--- src/rx_sync_map.svh ---
/*
  Constants for the bonded receive synchronization status block.
  Assumes inclusion by bare name from the bonded_rx_sync_status_fsm module only.
*/
`ifndef RX_SYNC_MAP_SVH
`define RX_SYNC_MAP_SVH
`define ST_NORMAL      3'h0
`define ST_SPECIAL     3'h1
`define ST_EB_OR_LOCK  3'h2
`define ST_FRAMING     3'h3
`define ST_CODEWORD    3'h4
`define ST_LOSS_SYNC   3'h5
`define ST_DISPARITY   3'h6
`define ST_RESYNC      3'h7
`define BOND_MODE_BIT  1
`define TYPE_SEL_BIT   0
`define FRAME_RUN_MAX  3'h4
`define ERR_RUN_MAX    3'h4
`define INV_MINUS_VAL  4'h4
`define FIFO_DEPTH     16
`define FIFO_WIDTH     11
`endif

--- src/rx_sync_pkg.sv ---
/*
  Types for the bonded receive synchronization status block.
  Assumes rx_sync_map.svh is on the include path.
*/
package rx_sync_pkg;
  typedef enum logic [1:0] {
    state_unsynced,
    state_realigning,
    state_bond_failed,
    state_locked
  } sync_state_e;
  typedef logic [2:0] status_t;
  typedef logic [1:0] mode_t;
endpackage

--- src/bonded_rx_sync_status_fsm.sv ---
/*
  Per-channel receive synchronization machine for bonded channels, with
  Type-A and Type-B status forms, feeding a status/data FIFO.
  Assumes decoder flags are synchronous to clk and valid with char_valid.
*/
//
// Contract
// [RL1] Machine is enabled whenever bond mode select bit 1 is high.
// [RL2] Bonding off (modes 0, 1): machine disabled, independent-mode status reported.
// [RL3] Machine tracks framing loss and recovery and helps control bonding.
// [RL4] Two machine variants exist; selected type and bonding mode govern status output.
// [RL5] Type-A: four states; only locked state emits several codes.
// [RL6] Type-B: same four states; some emit one code, some several.
// [RL7] Code 000 for valid data character.
// [RL8] Code 001 for valid special character, not framing nor violation.
// [RL9] Type-A: code 010 when elasticity buffer fails add/drop.
// [RL10] Type-B: code 010 channel lock, only on last cycle before aligned data.
// [RL11] Code 011 for framing character, decoded value on bus.
// [RL12] Overlapping conditions report exactly one code by fixed priority.
// [RL13] Bond mode select bit 0 chooses Type-A or Type-B reporting.
// [RL14] Code 101 when synchronization or bonded alignment is lost.
// [RL15] Code 111 while realigning; bus carries decoded framing character.
// [RL16] Lower priority number wins among overlapping conditions.
`timescale 1ns/1ns
`include "rx_sync_map.svh"
module bonded_rx_sync_status_fsm (
  input  wire logic                 clk,
  input  wire logic                 rst,
  input  wire rx_sync_pkg::mode_t   rx_bond_mode_select,
  input  wire logic                 char_valid,
  input  wire logic [7:0]           char_data,
  input  wire logic                 char_special,
  input  wire logic                 char_framing,
  input  wire logic                 codeword_err,
  input  wire logic                 disparity_err,
  input  wire logic                 eb_fault,
  input  wire logic                 pll_unlock,
  input  wire logic                 bond_inhibit_n,
  input  wire logic                 deskew_expired,
  input  wire logic                 master_bonded,
  output logic                      char_ready,
  output logic [7:0]                out_data,
  output rx_sync_pkg::status_t      rx_status_code,
  output logic                      out_valid,
  input  wire logic                 out_ready,
  output rx_sync_pkg::sync_state_e  sync_state
);
  import rx_sync_pkg::*;

  sync_state_e state_q;
  sync_state_e state_d;
  logic [2:0]  frame_run_q;
  logic [2:0]  err_run_q;
  logic [3:0]  inv_q;
  logic        bond_on;
  logic        type_b;
  logic        dec_err;
  logic        step;
  status_t     code;
  logic        fifo_in_ready;
  logic [10:0] fifo_out;

  // Independent-mode / locked per-character status by priority
  function automatic status_t char_code(input logic eb, input logic cw,
                                        input logic rd, input logic fr,
                                        input logic sp, input logic tb);
    if (eb && !tb) begin
      char_code = `ST_EB_OR_LOCK;   // [RL9] [RL16]
    end else if (eb) begin
      char_code = `ST_LOSS_SYNC;
    end else if (cw) begin
      char_code = `ST_CODEWORD;
    end else if (fr) begin
      char_code = `ST_FRAMING;      // [RL11]
    end else if (rd) begin
      char_code = `ST_DISPARITY;
    end else if (sp) begin
      char_code = `ST_SPECIAL;      // [RL8]
    end else begin
      char_code = `ST_NORMAL;       // [RL7]
    end
  endfunction

  assign bond_on    = rx_bond_mode_select[`BOND_MODE_BIT];   // [RL1] [RL2]
  assign type_b     = rx_bond_mode_select[`TYPE_SEL_BIT];    // [RL13] [RL4]
  assign dec_err    = codeword_err || disparity_err;
  assign step       = char_valid && fifo_in_ready;
  assign char_ready = fifo_in_ready;
  assign sync_state = state_q;
  assign out_data       = fifo_out[10:3];
  assign rx_status_code = fifo_out[2:0];

  // Next state, Type-A and Type-B forms [RL3] [RL5] [RL6]
  always_comb begin
    state_d = state_q;
    case (state_q)
      state_unsynced: begin
        if (char_framing) begin
          state_d = state_realigning;
        end
      end
      state_realigning: begin
        if (eb_fault || pll_unlock || dec_err) begin
          state_d = state_unsynced;
        end else if (deskew_expired && (!bond_inhibit_n || (type_b && !master_bonded))) begin
          state_d = state_bond_failed;
        end else if (!type_b && char_valid && !char_framing && !char_special) begin
          state_d = state_locked;
        end else if (type_b && char_framing && master_bonded && frame_run_q == `FRAME_RUN_MAX) begin
          state_d = state_locked;
        end
      end
      state_bond_failed: begin
        if (eb_fault || pll_unlock) begin
          state_d = state_unsynced;
        end
      end
      state_locked: begin
        if (eb_fault || pll_unlock || err_run_q == `ERR_RUN_MAX ||
            inv_q == `INV_MINUS_VAL) begin
          state_d = state_unsynced;
        end
      end
      default: state_d = state_unsynced;
    endcase
    if (!bond_on) begin
      state_d = state_unsynced;
    end
  end

  always_ff @(posedge clk) begin
    if (rst) begin
      state_q <= state_unsynced;
    end else if (step || !bond_on) begin
      state_q <= state_d;
    end
  end

  // Consecutive framing character count
  always_ff @(posedge clk) begin
    if (rst) begin
      frame_run_q <= '0;
    end else if (step) begin
      if (!char_framing) begin
        frame_run_q <= '0;
      end else if (frame_run_q != `FRAME_RUN_MAX) begin
        frame_run_q <= frame_run_q + 3'h1;
      end
    end
  end

  // Consecutive decoder errors and invalid-minus-valid tally
  always_ff @(posedge clk) begin
    if (rst || state_q != state_locked) begin
      err_run_q <= '0;
      inv_q     <= '0;
    end else if (step) begin
      err_run_q <= dec_err ? err_run_q + 3'h1 : 3'h0;
      if (dec_err) begin
        inv_q <= inv_q + 4'h1;
      end else if (inv_q != 4'h0) begin
        inv_q <= inv_q - 4'h1;
      end
    end
  end

  // One status code per character [RL12]
  always_comb begin
    code = char_code(eb_fault, codeword_err, disparity_err, char_framing,
                     char_special, type_b);
    if (bond_on) begin
      case (state_q)
        state_unsynced:    code = `ST_LOSS_SYNC;                  // [RL14]
        state_bond_failed: code = `ST_LOSS_SYNC;                  // [RL14]
        state_realigning: begin
          if (type_b && state_d == state_locked) begin
            code = `ST_EB_OR_LOCK;                                // [RL10]
          end else begin
            code = `ST_RESYNC;                                    // [RL15]
          end
        end
        state_locked: begin
          if (pll_unlock || (type_b && eb_fault)) begin
            code = `ST_LOSS_SYNC;                                 // [RL14]
          end
        end
        default: code = `ST_LOSS_SYNC;
      endcase
    end
  end

  rx_status_fifo #(
    .WIDTH (`FIFO_WIDTH),
    .DEPTH (`FIFO_DEPTH)
  ) u_fifo (
    .clk       (clk),
    .rst       (rst),
    .in_data   ({char_data, code}),
    .in_valid  (char_valid),
    .in_ready  (fifo_in_ready),
    .out_data  (fifo_out),
    .out_valid (out_valid),
    .out_ready (out_ready)
  );

  a_disabled_idle: assert property (@(posedge clk) disable iff (rst)
    !bond_on |=> state_q == state_unsynced)                      // [RL2]
    else $error("machine not idle with bonding off");
  a_resync_code: assert property (@(posedge clk) disable iff (rst)
    bond_on && state_q == state_realigning && state_d != state_locked
    |-> code == `ST_RESYNC)                                      // [RL15]
    else $error("realigning without resync code");
  a_unsync_code: assert property (@(posedge clk) disable iff (rst)
    bond_on && state_q == state_unsynced |-> code == `ST_LOSS_SYNC) // [RL14]
    else $error("unsynced without loss code");
  a_lock_once: assert property (@(posedge clk) disable iff (rst)
    step && bond_on && code == `ST_EB_OR_LOCK && type_b
    |=> state_q == state_locked)                                 // [RL10]
    else $error("lock code not followed by locked state");
  a_eb_type_a: assert property (@(posedge clk) disable iff (rst)
    !type_b && eb_fault && (!bond_on || (state_q == state_locked && !pll_unlock))
    |-> code == `ST_EB_OR_LOCK)                                  // [RL9]
    else $error("buffer fault code missing");
  a_framing_code: assert property (@(posedge clk) disable iff (rst)
    !bond_on && char_framing && !eb_fault && !codeword_err
    |-> code == `ST_FRAMING)                                     // [RL11]
    else $error("framing code missing");
  a_normal_code: assert property (@(posedge clk) disable iff (rst)
    !bond_on && !eb_fault && !dec_err && !char_framing && !char_special
    |-> code == `ST_NORMAL)                                      // [RL7]
    else $error("normal code missing");
  a_special_code: assert property (@(posedge clk) disable iff (rst)
    !bond_on && char_special && !eb_fault && !dec_err && !char_framing
    |-> code == `ST_SPECIAL)                                     // [RL8]
    else $error("special code missing");
  a_lock_loss: assert property (@(posedge clk) disable iff (rst)
    bond_on && step && state_q == state_locked && pll_unlock
    |=> state_q == state_unsynced)                               // [RL3]
    else $error("locked state kept after pll unlock");
endmodule

--- src/rx_status_fifo.sv ---
/*
  Synchronous FIFO with valid/ready on both sides; read data from a register.
  Assumes one clock and a synchronous active-high reset.
*/
`timescale 1ns/1ns
module rx_status_fifo #(
  parameter int WIDTH = 11,
  parameter int DEPTH = 16
) (
  input  wire logic             clk,
  input  wire logic             rst,
  input  wire logic [WIDTH-1:0] in_data,
  input  wire logic             in_valid,
  output logic                  in_ready,
  output logic      [WIDTH-1:0] out_data,
  output logic                  out_valid,
  input  wire logic             out_ready
);
  localparam int AW = $clog2(DEPTH);
  logic [WIDTH-1:0] mem [DEPTH];
  logic [AW-1:0]    wr_q;
  logic [AW-1:0]    rd_q;
  logic [AW:0]      cnt_q;
  logic             push;
  logic             pop;
  logic             empty;

  assign empty    = (cnt_q == '0);
  assign in_ready = (cnt_q != (AW+1)'(DEPTH));
  assign pop      = out_ready || !out_valid;
  assign push     = in_valid && in_ready;

  always_ff @(posedge clk) begin
    if (push) begin
      mem[wr_q] <= in_data;
    end
  end

  always_ff @(posedge clk) begin
    if (rst) begin
      wr_q <= '0;
    end else if (push) begin
      wr_q <= wr_q + 1'b1;
    end
  end

  always_ff @(posedge clk) begin
    if (rst) begin
      rd_q      <= '0;
      out_valid <= 1'b0;
      out_data  <= '0;
    end else if (pop) begin
      out_valid <= !empty;
      if (!empty) begin
        out_data <= mem[rd_q];
        rd_q     <= rd_q + 1'b1;
      end
    end
  end

  always_ff @(posedge clk) begin
    if (rst) begin
      cnt_q <= '0;
    end else begin
      cnt_q <= cnt_q + (AW+1)'(push) - (AW+1)'(pop && !empty);
    end
  end
endmodule

--- config.mk ---
export PLATFORM = sky130hd
export DESIGN_NAME = bonded_rx_sync_status_fsm
export DESIGN_NICKNAME = d
export VERILOG_FILES = /design/src/rx_sync_pkg.sv /design/src/bonded_rx_sync_status_fsm.sv /design/src/rx_status_fifo.sv
export VERILOG_INCLUDE_DIRS = /design/src
export SDC_FILE = /design/constraint.sdc
export NUM_CORES = 1
export LEC_CHECK = 0
export ABC_AREA = 1
export BUFFER_PORTS_ARGS = -buffer_cell sky130_fd_sc_hd__buf_2
export CAP_MARGIN = 40
export CORE_MARGIN = 2
export CORE_UTILIZATION = 29
export DETAILED_ROUTE_END_ITERATION = 10
export PLACE_DENSITY_LB_ADDON = 0.15
export SETUP_SLACK_MARGIN = 0.1
export SYNTH_ARGS = -nofsm -noshare
export SYNTH_HDL_FRONTEND = slang
export SYNTH_SLANG_ARGS = --single-unit
--- constraint.sdc ---
create_clock -name clk -period 2.6 [get_ports clk]
set_input_delay 0.52 -clock clk [delete_from_list [all_inputs] [get_ports clk]]
set_output_delay 0.52 -clock clk [all_outputs]
set_load 0.01 [all_outputs]
==> results of run 1 <==
[sequential cells by signal (all words and copies together) (netlist names)]
name and flops:
err_run_q 3, frame_run_q 3, inv_q 4, sync_state 2, u_fifo.cnt_q 5, u_fifo.mem 176
u_fifo.out_data 11, u_fifo.out_valid 1, u_fifo.rd_q 4, u_fifo.wr_q 4
[power breakdown]
| part | switching [mW] | internal [mW] |
|---|---|---|
| registers | 0.162 | 3.95 |
| logic | 1.88 | 0.937 |
| clock network | 1.35 | 1.95 |
[final timing paths]
path	end	slack, ns	cells after the start	startpoint
min reg2reg	frame_run_q[1]$_SDFFE_PP0P_	0.48	2	frame_run_q[1]$_SDFFE_PP0P_
max	u_fifo.cnt_q[4]$_SDFF_PP0_	0.34	14	u_fifo.cnt_q[3]$_SDFF_PP0_
min	frame_run_q[1]$_SDFFE_PP0P_	0.33	3	char_framing
max reg2reg	u_fifo.cnt_q[4]$_SDFF_PP0_	0.34	14	u_fifo.cnt_q[3]$_SDFF_PP0_
[stage by stage]
step	total power, mW	utilization, %	setup WS (ns)
final	10.2	34.5	0.344
after global routing	10.9	34.5	0.110
after CTS	10.4	34.5	0.214
after detailed placement	7.02	32.0	0.159
after global placement	7.03	32.0	0.138
after floorplan	6.03	-	0.110
[area by class of cell]
| cell class | count | share of cell area (%) |
|---|---|---|
| multi-input cells | 494 | 24.3 |
| well taps | 396 | 4.68 |
| repair buffers | 69 | 4.84 |
| clock buffers | 29 | 6.05 |
| flip-flops and latches | 213 | 56.9 |
| clock inverters | 16 | 1.19 |
| inverters | 56 | 2.02 |
[per-layer routing]
| metal | up-vias | global-route usage [%] | part of all wire (%) | routed length [um] |
|---|---|---|---|---|
| met5 | - | 0 | 0 | 0 |
| li1 | 2965 | - | - | - |
| met1 | 2889 | 20.2 | 49 | 11300 |
| met2 | 116 | 23.0 | 46 | 10700 |
| met4 | 0 | 3.06 | 1.5 | 340 |
| met3 | 27 | 2.02 | 3.6 | 831 |
[kinds of logic (layout without fill, tap and decap cells)]
kind of cell / after synthesis / in the layout / share of synthesized area, %
xor+xnor: 4 / 4 / 0.387
simple gates: 276 / 276 / 12.5
compound gates: 195 / 195 / 12.6
flops: 213 / 213 / 66.5
buf+inv: 98 / 170 / 5.21
fa+ha+maj: 19 / 19 / 2.79
[cell usage after synthesis, drive strengths merged]
cell type	n	share of area (%)
o21ai	104	5.7
xnor2	1	0.097
ha	17	2.3
o211ai	56	4.8
clkinv	1	0.041
a21o	1	0.083
xor2	3	0.29
a21boi	1	0.083
nand2	47	2.0
nand3	43	2.4
a21oi	28	1.5
a211oi	3	0.25
nor3	2	0.11
buf	32	2.4
o21bai	1	0.083
inv	55	2.3
nand4	3	0.28
o221ai	1	0.097
edfxtp	176	58
nor2	180	7.6
or2	1	0.069
fa	2	0.44
dfxtp	37	8.2
clkbuf	10	0.48
[repair_timing]
item | in CTS | in global routing
endpoints found under the hold margin | 0 | 0
resized for setup | 0 | 4
hold buffers | 0 | 0
setup endpoints to repair | 0 | 1
[critical path: stages (launching register included)]
cell      delay, ns
dfxtp_1        0.31
inv_1          0.08
ha_2           0.18
nand4_1        0.12
nand2_2        0.10
clkinv_2       0.05
ha_1           0.26
inv_1          0.05
ha_1           0.14
inv_1          0.05
fa_2           0.36
nor3_2         0.18
a211oi_1       0.07
o21ai_1        0.12
a21oi_1        0.05
==> flow_summary.ini, run 1 <==
[setup_path]
cp-start-kind = flop
worst_ep_required_time_ns = 3.00
endpoint_kind = flop
worst-path-max-fanout = 3
cp.arrival_ns = 2.65
critPathKind = flop to flop

[cts]
cts_tree = done
h-tree-depth = 1
root_buffer = clkbuf_16
postCtsSetupBuffers = 0
worstSkewPairLatency_ns = 0.52
cts_inserted_buffers = 25
cts.sinks = 213
clockBufferDepth = 3
clkSlewWorstSetupHoldPaths_ns = 0.06

[layout]
antennaDiodeCount = 0
final_area_um2 = 10600
layout_common_cells = edfxtp_1 (176), nor2_1 (173), o21ai_0 (88), o211ai_1 (54), inv_1 (49)
nets = 901
multi_input_area_um2 = 2570
drive_gt1_share_pct = 14.5
final-seq-area_um2 = 6030
mostFrequentLayoutCell = edfxtp_1
nFillCells = 3060
stdcell_count = 1273
areaGrowthSynthToFinish_pct = 16.9

[die]
rows = 64
initial_utilization_pct = 29.5
die_x_um = 181
core_um2 = 30700
die-area_um2 = 32700
fp.dieH_um = 181
pin_count = 38

[grt]
grt_usage_pct = 14.2
grt_overflow = 0
grt_pass1_vias = 5933
antenna_found_initial = 0
grt_pass1_wl_um = 36000
grt_max_degree = 53

[timing]
fin_crit_ns = 2.26
slew_violations = 0
rsz0062_at_grt = no
worst_hold_slack_ns = 0.325
period_share_pct = 86.8
fin_skew_ns = 0.0145
tightest_slew_ns = 0.704
hold_viol_final = 0
fmax_ghz = 0.443
setup_tns_ns = 0
relSlewSlack_pct = 53.0
timing.final.setup_violations = 0

[logic_synthesis]
synth_warnings = 0
netlist_area_um2 = 9060
synthesis.nets = 847
ys_seq_elements = 213
synthCells = 805
seq_area_frac_synth_pct = 66.5
synth_cell_types = 37
syn_area_per_cell_um2 = 11.3

[drt]
vias_per_cell = 4.71
drt-initial-drc-count = 394
drt-wirelength-per-cell_um = 18.2
firstDrtPassIters = 5
vias = 5997
drc = 0
drtAntennaViolNets = 0
wirelength_um = 23200

[placed_design]
placed_area_um2 = 9820
dp.cells = 1228
gp_congestion = 0.764
port_buffers = 37
hpwl_um = 14400

[job]
drv_cap = 0

[min_path]
worstHoldPathType = input port to flop

[pwr]
leakage_nw = 3.73
p_per_area_nw_per_um2 = 966
vdd_drop_max_v = 0.000504

[outcome]
status = finished, final reports clean
Power figures use the tool's default switching activity.
==> run 2: changes to the inputs <==
--- a/config.mk
+++ b/config.mk
@@ -10,7 +10,8 @@
 export BUFFER_PORTS_ARGS = -buffer_cell sky130_fd_sc_hd__buf_2
 export CAP_MARGIN = 40
 export CORE_MARGIN = 2
-export CORE_UTILIZATION = 29
+export CORE_UTILIZATION = 55
+export CTS_BUF_LIST = sky130_fd_sc_hd__clkbuf_4
 export DETAILED_ROUTE_END_ITERATION = 10
 export PLACE_DENSITY_LB_ADDON = 0.15
 export SETUP_SLACK_MARGIN = 0.1
==> run 2 against run 1 <==
Against the previous run: sequential share of layout area up 1.1 points; non-clock buffer count up 20; wire length down 5.6%; via count up 9.4%; global-route usage up 11 points; final cell count down 8.3%; largest power group unchanged; die area down 46%; sequential power about the same; clock power down 18%; utilization up 30 points; fmax down 4.0%; first-iteration DRC count up 18%.
==> flow_summary.ini, run 2 (synthesized netlist as in run 1, its figures left out) <==
[drt]
drt-wirelength-per-cell_um = 18.8
vias_per_cell = 5.62
drc = 0
vias = 6562
drt-initial-drc-count = 465
firstDrtPassIters = 6
drtAntennaViolNets = 0
wirelength_um = 21900

[timing]
slew_violations = 0
hold_viol_final = 0
period_share_pct = 90.4
rsz0062_at_grt = no
setup_tns_ns = 0
fin_skew_ns = 0.0232
fin_crit_ns = 2.35
fmax_ghz = 0.426
relSlewSlack_pct = 45.8
timing.final.setup_violations = 0
tightest_slew_ns = 0.813

[pwr]
leakage_nw = 3.85
p_per_area_nw_per_um2 = 916
vdd_drop_max_v = 0.000503

[cts]
cts_tree = done
cts_inserted_buffers = 52
cts_hold_buffers = 0
cts.sinks = 213
root_buffer = clkbuf_4
clockBufferDepth = 3
worstSkewPairLatency_ns = 0.66
h-tree-depth = 2
clkSlewWorstSetupHoldPaths_ns = 0.07

[grt]
grt_max_degree = 91
grt_overflow = 0
grt_usage_pct = 25.5
antenna_found_initial = 2
grt_pass1_vias = 6443
grt_pass1_wl_um = 34300

[layout]
final_core_util_pct = 64.9
drive_gt1_share_pct = 21.0
mostFrequentLayoutCell = edfxtp_1
stdcell_count = 1167
layout_common_cells = edfxtp_1 (176), nor2_1 (173), o21ai_0 (88), clkbuf_4 (82), o211ai_1 (54)
reg.largest.list = u_fifo.mem: 176 flops, u_fifo.out_data: 11 flops, u_fifo.cnt_q: 5 flops
areaGrowthSynthToFinish_pct = 14.7
largest_register_ff_count = 176
nets = 948
largest-register = u_fifo.mem

[placed_design]
port_buffers = 37
gp_congestion = 0.855
hpwl_um = 13700
dp.cells = 1066

[die]
rows = 46
initial_utilization_pct = 56.6
pin_count = 38
core_um2 = 16000
die-area_um2 = 17500
fp.dieH_um = 132
die_x_um = 132

[job]
drv_cap = 0

[setup_path]
cp_top_family = adder cells
worst_ep_required_time_ns = 3.11
max_stage_delay_ns = 0.38
cp-start-kind = flop
path_buf_inv = 4
crit_chain = inv_2, ha_4, nand4_1, nand2_2, clkinv_2, ha_1, inv_1, ha_1, inv_1, fa_2, nor3_2, a211oi_1, o21ai_1, a21oi_1
cp.arrival_ns = 2.86
cp_slowest_cell = fa_2
endpoint_kind = flop
critPathKind = flop to flop
worst-path-max-fanout = 4

[min_path]
worstHoldPathType = input port to flop

[outcome]
status = finished, final reports clean
==> run 2: cell types whose count changed in the layout (fill, tap and decap cells not counted), moves of 2 or more <==
cell       delta
buf_12        -4
bufinv_16     -2
clkbuf_1      -4
clkinv_1      +6
diode_2       +2
clkinv_2      -4
buf_4        +24
inv_2         +2
clkbuf_16    -25
inv_1         -2
clkbuf_4     +82
==> run 2: repair_timing <==
action,CTS,global route
endpoints found under the setup margin,0,1
setup buffers,0,2
resized for setup,0,7
==> run 2: tightest hold or removal path: cells and delay by family <==
family,cells,cell delay (ns)
buffers and inverters,2,0.10
AOI/OAI and AO/OA,1,0.07
and+or+nand+nor,1,0.07
==> run 2: path summary, 6_finish.rpt <==
| path | cells past startpoint | to | startpoint | slack [ns] |
|---|---|---|---|---|
| setup / recovery | 14 | u_fifo.cnt_q[4]$_SDFF_PP0_ | u_fifo.cnt_q[2]$_SDFF_PP0_ | 0.25 |
| hold / removal | 4 | u_fifo.out_valid$_SDFFE_PP0N_ | out_ready | 0.15 |
| setup reg to reg | 14 | u_fifo.cnt_q[4]$_SDFF_PP0_ | u_fifo.cnt_q[2]$_SDFF_PP0_ | 0.25 |
| hold reg to reg | 2 | frame_run_q[1]$_SDFFE_PP0P_ | frame_run_q[1]$_SDFFE_PP0P_ | 0.49 |
==> run 2: final cells by class <==
| cell class | count | area (um2) |
|---|---|---|
| clock buffers | 82 | 616 |
| inverters | 56 | 214 |
| repair buffers | 89 | 613 |
| multi-input cells | 494 | 2580 |
| flip-flops and latches | 213 | 6030 |
| fillers | 1290 | 5610 |
| diodes | 2 | 5.00 |
| clock inverters | 15 | 61.3 |
| well taps | 216 | 270 |
==> run 2: power by group <==
group          total (mW)  switching [mW]  internal (mW)
clock                2.70            1.27           1.43
sequential           4.13           0.189           3.94
combinational        2.69            1.72          0.968
total                9.52            3.18           6.34
==> run 2: per-stage QoR <==
| step | instance area [um2] | setup slack (ns) | hold WS, ns | power (mW) |
|---|---|---|---|---|
| 5_1_grt | 10400 | 0.100 | 0.153 | 10.1 |
| 3_3_place_gp | 9660 | 0.118 | 0.466 | 6.68 |
| 2_1_floorplan | 9060 | 0.110 | 0.458 | 6.03 |
| 3_5_place_dp | 9670 | 0.115 | 0.481 | 6.81 |
| 4_1_cts | 10400 | 0.130 | 0.108 | 9.52 |
| 6_report | 10400 | 0.251 | 0.153 | 9.52 |
==> run 2: metal layers <==
metal  up-vias  global-route usage, %  share of wire, %
li1       3087                      -                 -
met1      3182                   32.0                40
met2       242                   42.9                50
met3        51                   5.61               6.9
met4         0                   11.1               3.4
met5         -                      0                 0
==> run 3: changes to the inputs <==
--- a/config.mk
+++ b/config.mk
@@ -13,7 +13,7 @@
 export CORE_UTILIZATION = 55
 export CTS_BUF_LIST = sky130_fd_sc_hd__clkbuf_4
 export DETAILED_ROUTE_END_ITERATION = 10
-export PLACE_DENSITY_LB_ADDON = 0.15
+export PLACE_DENSITY = 0.85
 export SETUP_SLACK_MARGIN = 0.1
 export SYNTH_ARGS = -nofsm -noshare
 export SYNTH_HDL_FRONTEND = slang
==> run 3 against run 2 <==
Against the previous run: global-route usage fell by 2.3 points; non-clock buffer count decreased by 15; clock power hardly changed; fmax decreased by 0.39%; clock skew up 0.031 ns; cell area is 1.4% lower; sequential power fell by 2%; clock-buffer cell count shrank 10; utilization decreased by 0.91 points.
==> flow_summary.ini, run 3 (synthesized netlist as in run 1, its figures left out) <==
[drt]
vias = 6545
wirelength_um = 20300
firstDrtPassIters = 6
vias_per_cell = 5.70
drt-initial-drc-count = 732
drc = 0
drt-wirelength-per-cell_um = 17.7
drtAntennaViolNets = 0

[job]
drv_cap = 0

[timing]
fmax_ghz = 0.424
relSlewSlack_pct = 55.7
worst_hold_slack_ns = 0.177
period_share_pct = 90.7
tightest_slew_ns = 0.664
rsz0062_at_grt = no
slew_violations = 0
hold_viol_final = 0
setup_tns_ns = 0
timing.final.setup_violations = 0
fin_crit_ns = 2.36
fin_skew_ns = 0.0539

[die]
core_um2 = 16000
fp.dieH_um = 132
die_x_um = 132
initial_utilization_pct = 56.6
rows = 46
pin_count = 38
die-area_um2 = 17500

[placed_design]
port_buffers = 37
hpwl_um = 12300
gp_congestion = 0.915

[grt]
grt_overflow = 0
grt_usage_pct = 23.2
grt_pass1_wl_um = 31800
grt_pass1_vias = 6387
grt_max_degree = 92
antenna_found_initial = 0

[layout]
largest_register_ff_count = 176
drive_gt1_share_pct = 18.8
final_core_util_pct = 64.0
antennaDiodeCount = 0
layout_common_cells = edfxtp_1 (176), nor2_1 (173), o21ai_0 (88), clkbuf_4 (72), o211ai_1 (54)
nets = 932
mostFrequentLayoutCell = edfxtp_1
areaGrowthSynthToFinish_pct = 13.1
nFillCells = 1190
largest-register = u_fifo.mem
reg.largest.list = u_fifo.mem: 176 flops, u_fifo.out_data: 11 flops, u_fifo.cnt_q: 5 flops

[setup_path]
critPathKind = flop to flop
endpoint_kind = flop
crit_chain = inv_1, ha_4, nand4_1, nand2_2, clkinv_2, ha_1, inv_1, ha_1, inv_1, fa_2, nor3_2, a211oi_1, o21ai_1, a21oi_1
worst_ep_required_time_ns = 3.12
max_stage_delay_ns = 0.38
crit_path_start = u_fifo.cnt_q[2]$_SDFF_PP0_
cp_top_family = adder cells
cp_slowest_cell = fa_2
path_common_cell = inv_1
path_buf_inv = 4
cp.arrival_ns = 2.87
r2r-start = u_fifo.cnt_q[2]$_SDFF_PP0_
cp-start-kind = flop
worst-path-max-fanout = 3

[cts]
clkSlewWorstSetupHoldPaths_ns = 0.07
h-tree-depth = 2
root_buffer = clkbuf_4
cts_hold_buffers = 0
cts.sinks = 213
postCtsSetupBuffers = 0
cts_inserted_buffers = 51
clockBufferDepth = 3
cts_tree = done
worstSkewPairLatency_ns = 0.67

[pwr]
p_per_area_nw_per_um2 = 922
vdd_drop_max_v = 0.000828
leakage_nw = 3.76

[min_path]
min_from = out_ready
worstHoldPathType = input port to flop

[outcome]
status = finished, final reports clean
## run 3: changes by cell type in the layout (fill, tap and decap cells not counted), sizes merged
cell,delta
clkbuf,-10
clkinvlp,-1
clkinv,+7
buf,-15
diode,-2
inv,+1
bufinv,+1
## run 3: stage by stage
stage / std cells / total power, mW / setup WS [ns] / cell area, um2
CTS: 1147 / 9.41 / 0.160 / 10200
global placement: 1051 / 6.61 / 0.212 / 9550
finish: 1148 / 9.45 / 0.241 / 10200
global route: 1148 / 9.99 / 0.0808 / 10200
detailed placement: 1052 / 6.73 / 0.152 / 9560
floorplan: 805 / 6.03 / 0.110 / 9060
## run 3: final timing paths
check                                                        end  slack (ns)  cells after the start
worst max-delay path                  u_fifo.cnt_q[4]$_SDFF_PP0_        0.24                     14
worst min-delay path               u_fifo.out_valid$_SDFFE_PP0N_        0.18                      4
worst max register to register        u_fifo.cnt_q[4]$_SDFF_PP0_        0.24                     14
worst min register to register  u_fifo.out_data[10]$_SDFFE_PP0P_        0.50                      2
## run 3: timing repair
action / 4_1_cts / 5_1_grt
resized for setup: 0 / 6
setup endpoints to repair: 0 / 1
endpoints found under the hold margin: 0 / 0
## run 3: area by class of cell
class	count	area, um2	area share, %
multi-input cells	494	2580	25.2
repair buffers	74	488	4.76
flip-flops and latches	213	6030	58.8
clock inverters	23	120	1.17
clock buffers	72	541	5.28
inverters	56	214	2.09
well taps	216	270	2.64
## run 3: report_power, final
| group | internal [mW] | switching, mW | leakage [nW] | total [mW] |
|---|---|---|---|---|
| clock network | 1.39 | 1.30 | 0.388 | 2.69 |
| logic | 0.899 | 1.80 | 1.48 | 2.69 |
| registers | 3.94 | 0.121 | 1.89 | 4.06 |
## run 3: metal layers
layer | up-vias | share of wire, % | global-route usage [%]
met5 | - | 0 | 0
met4 | 0 | 2.8 | 10.7
met3 | 62 | 9.8 | 5.15
met2 | 380 | 50 | 38.9
met1 | 3041 | 38 | 28.9
li1 | 3062 | - | -
## run 3: worst register-to-register path: cells and delay by family (launching register included)
| family | cells | cell delay [ns] |
|---|---|---|
| flops | 1 | 0.31 |
| compound gates | 3 | 0.27 |
| fa+ha+maj | 4 | 0.97 |
| simple gates | 3 | 0.39 |
| buf+inv | 4 | 0.30 |
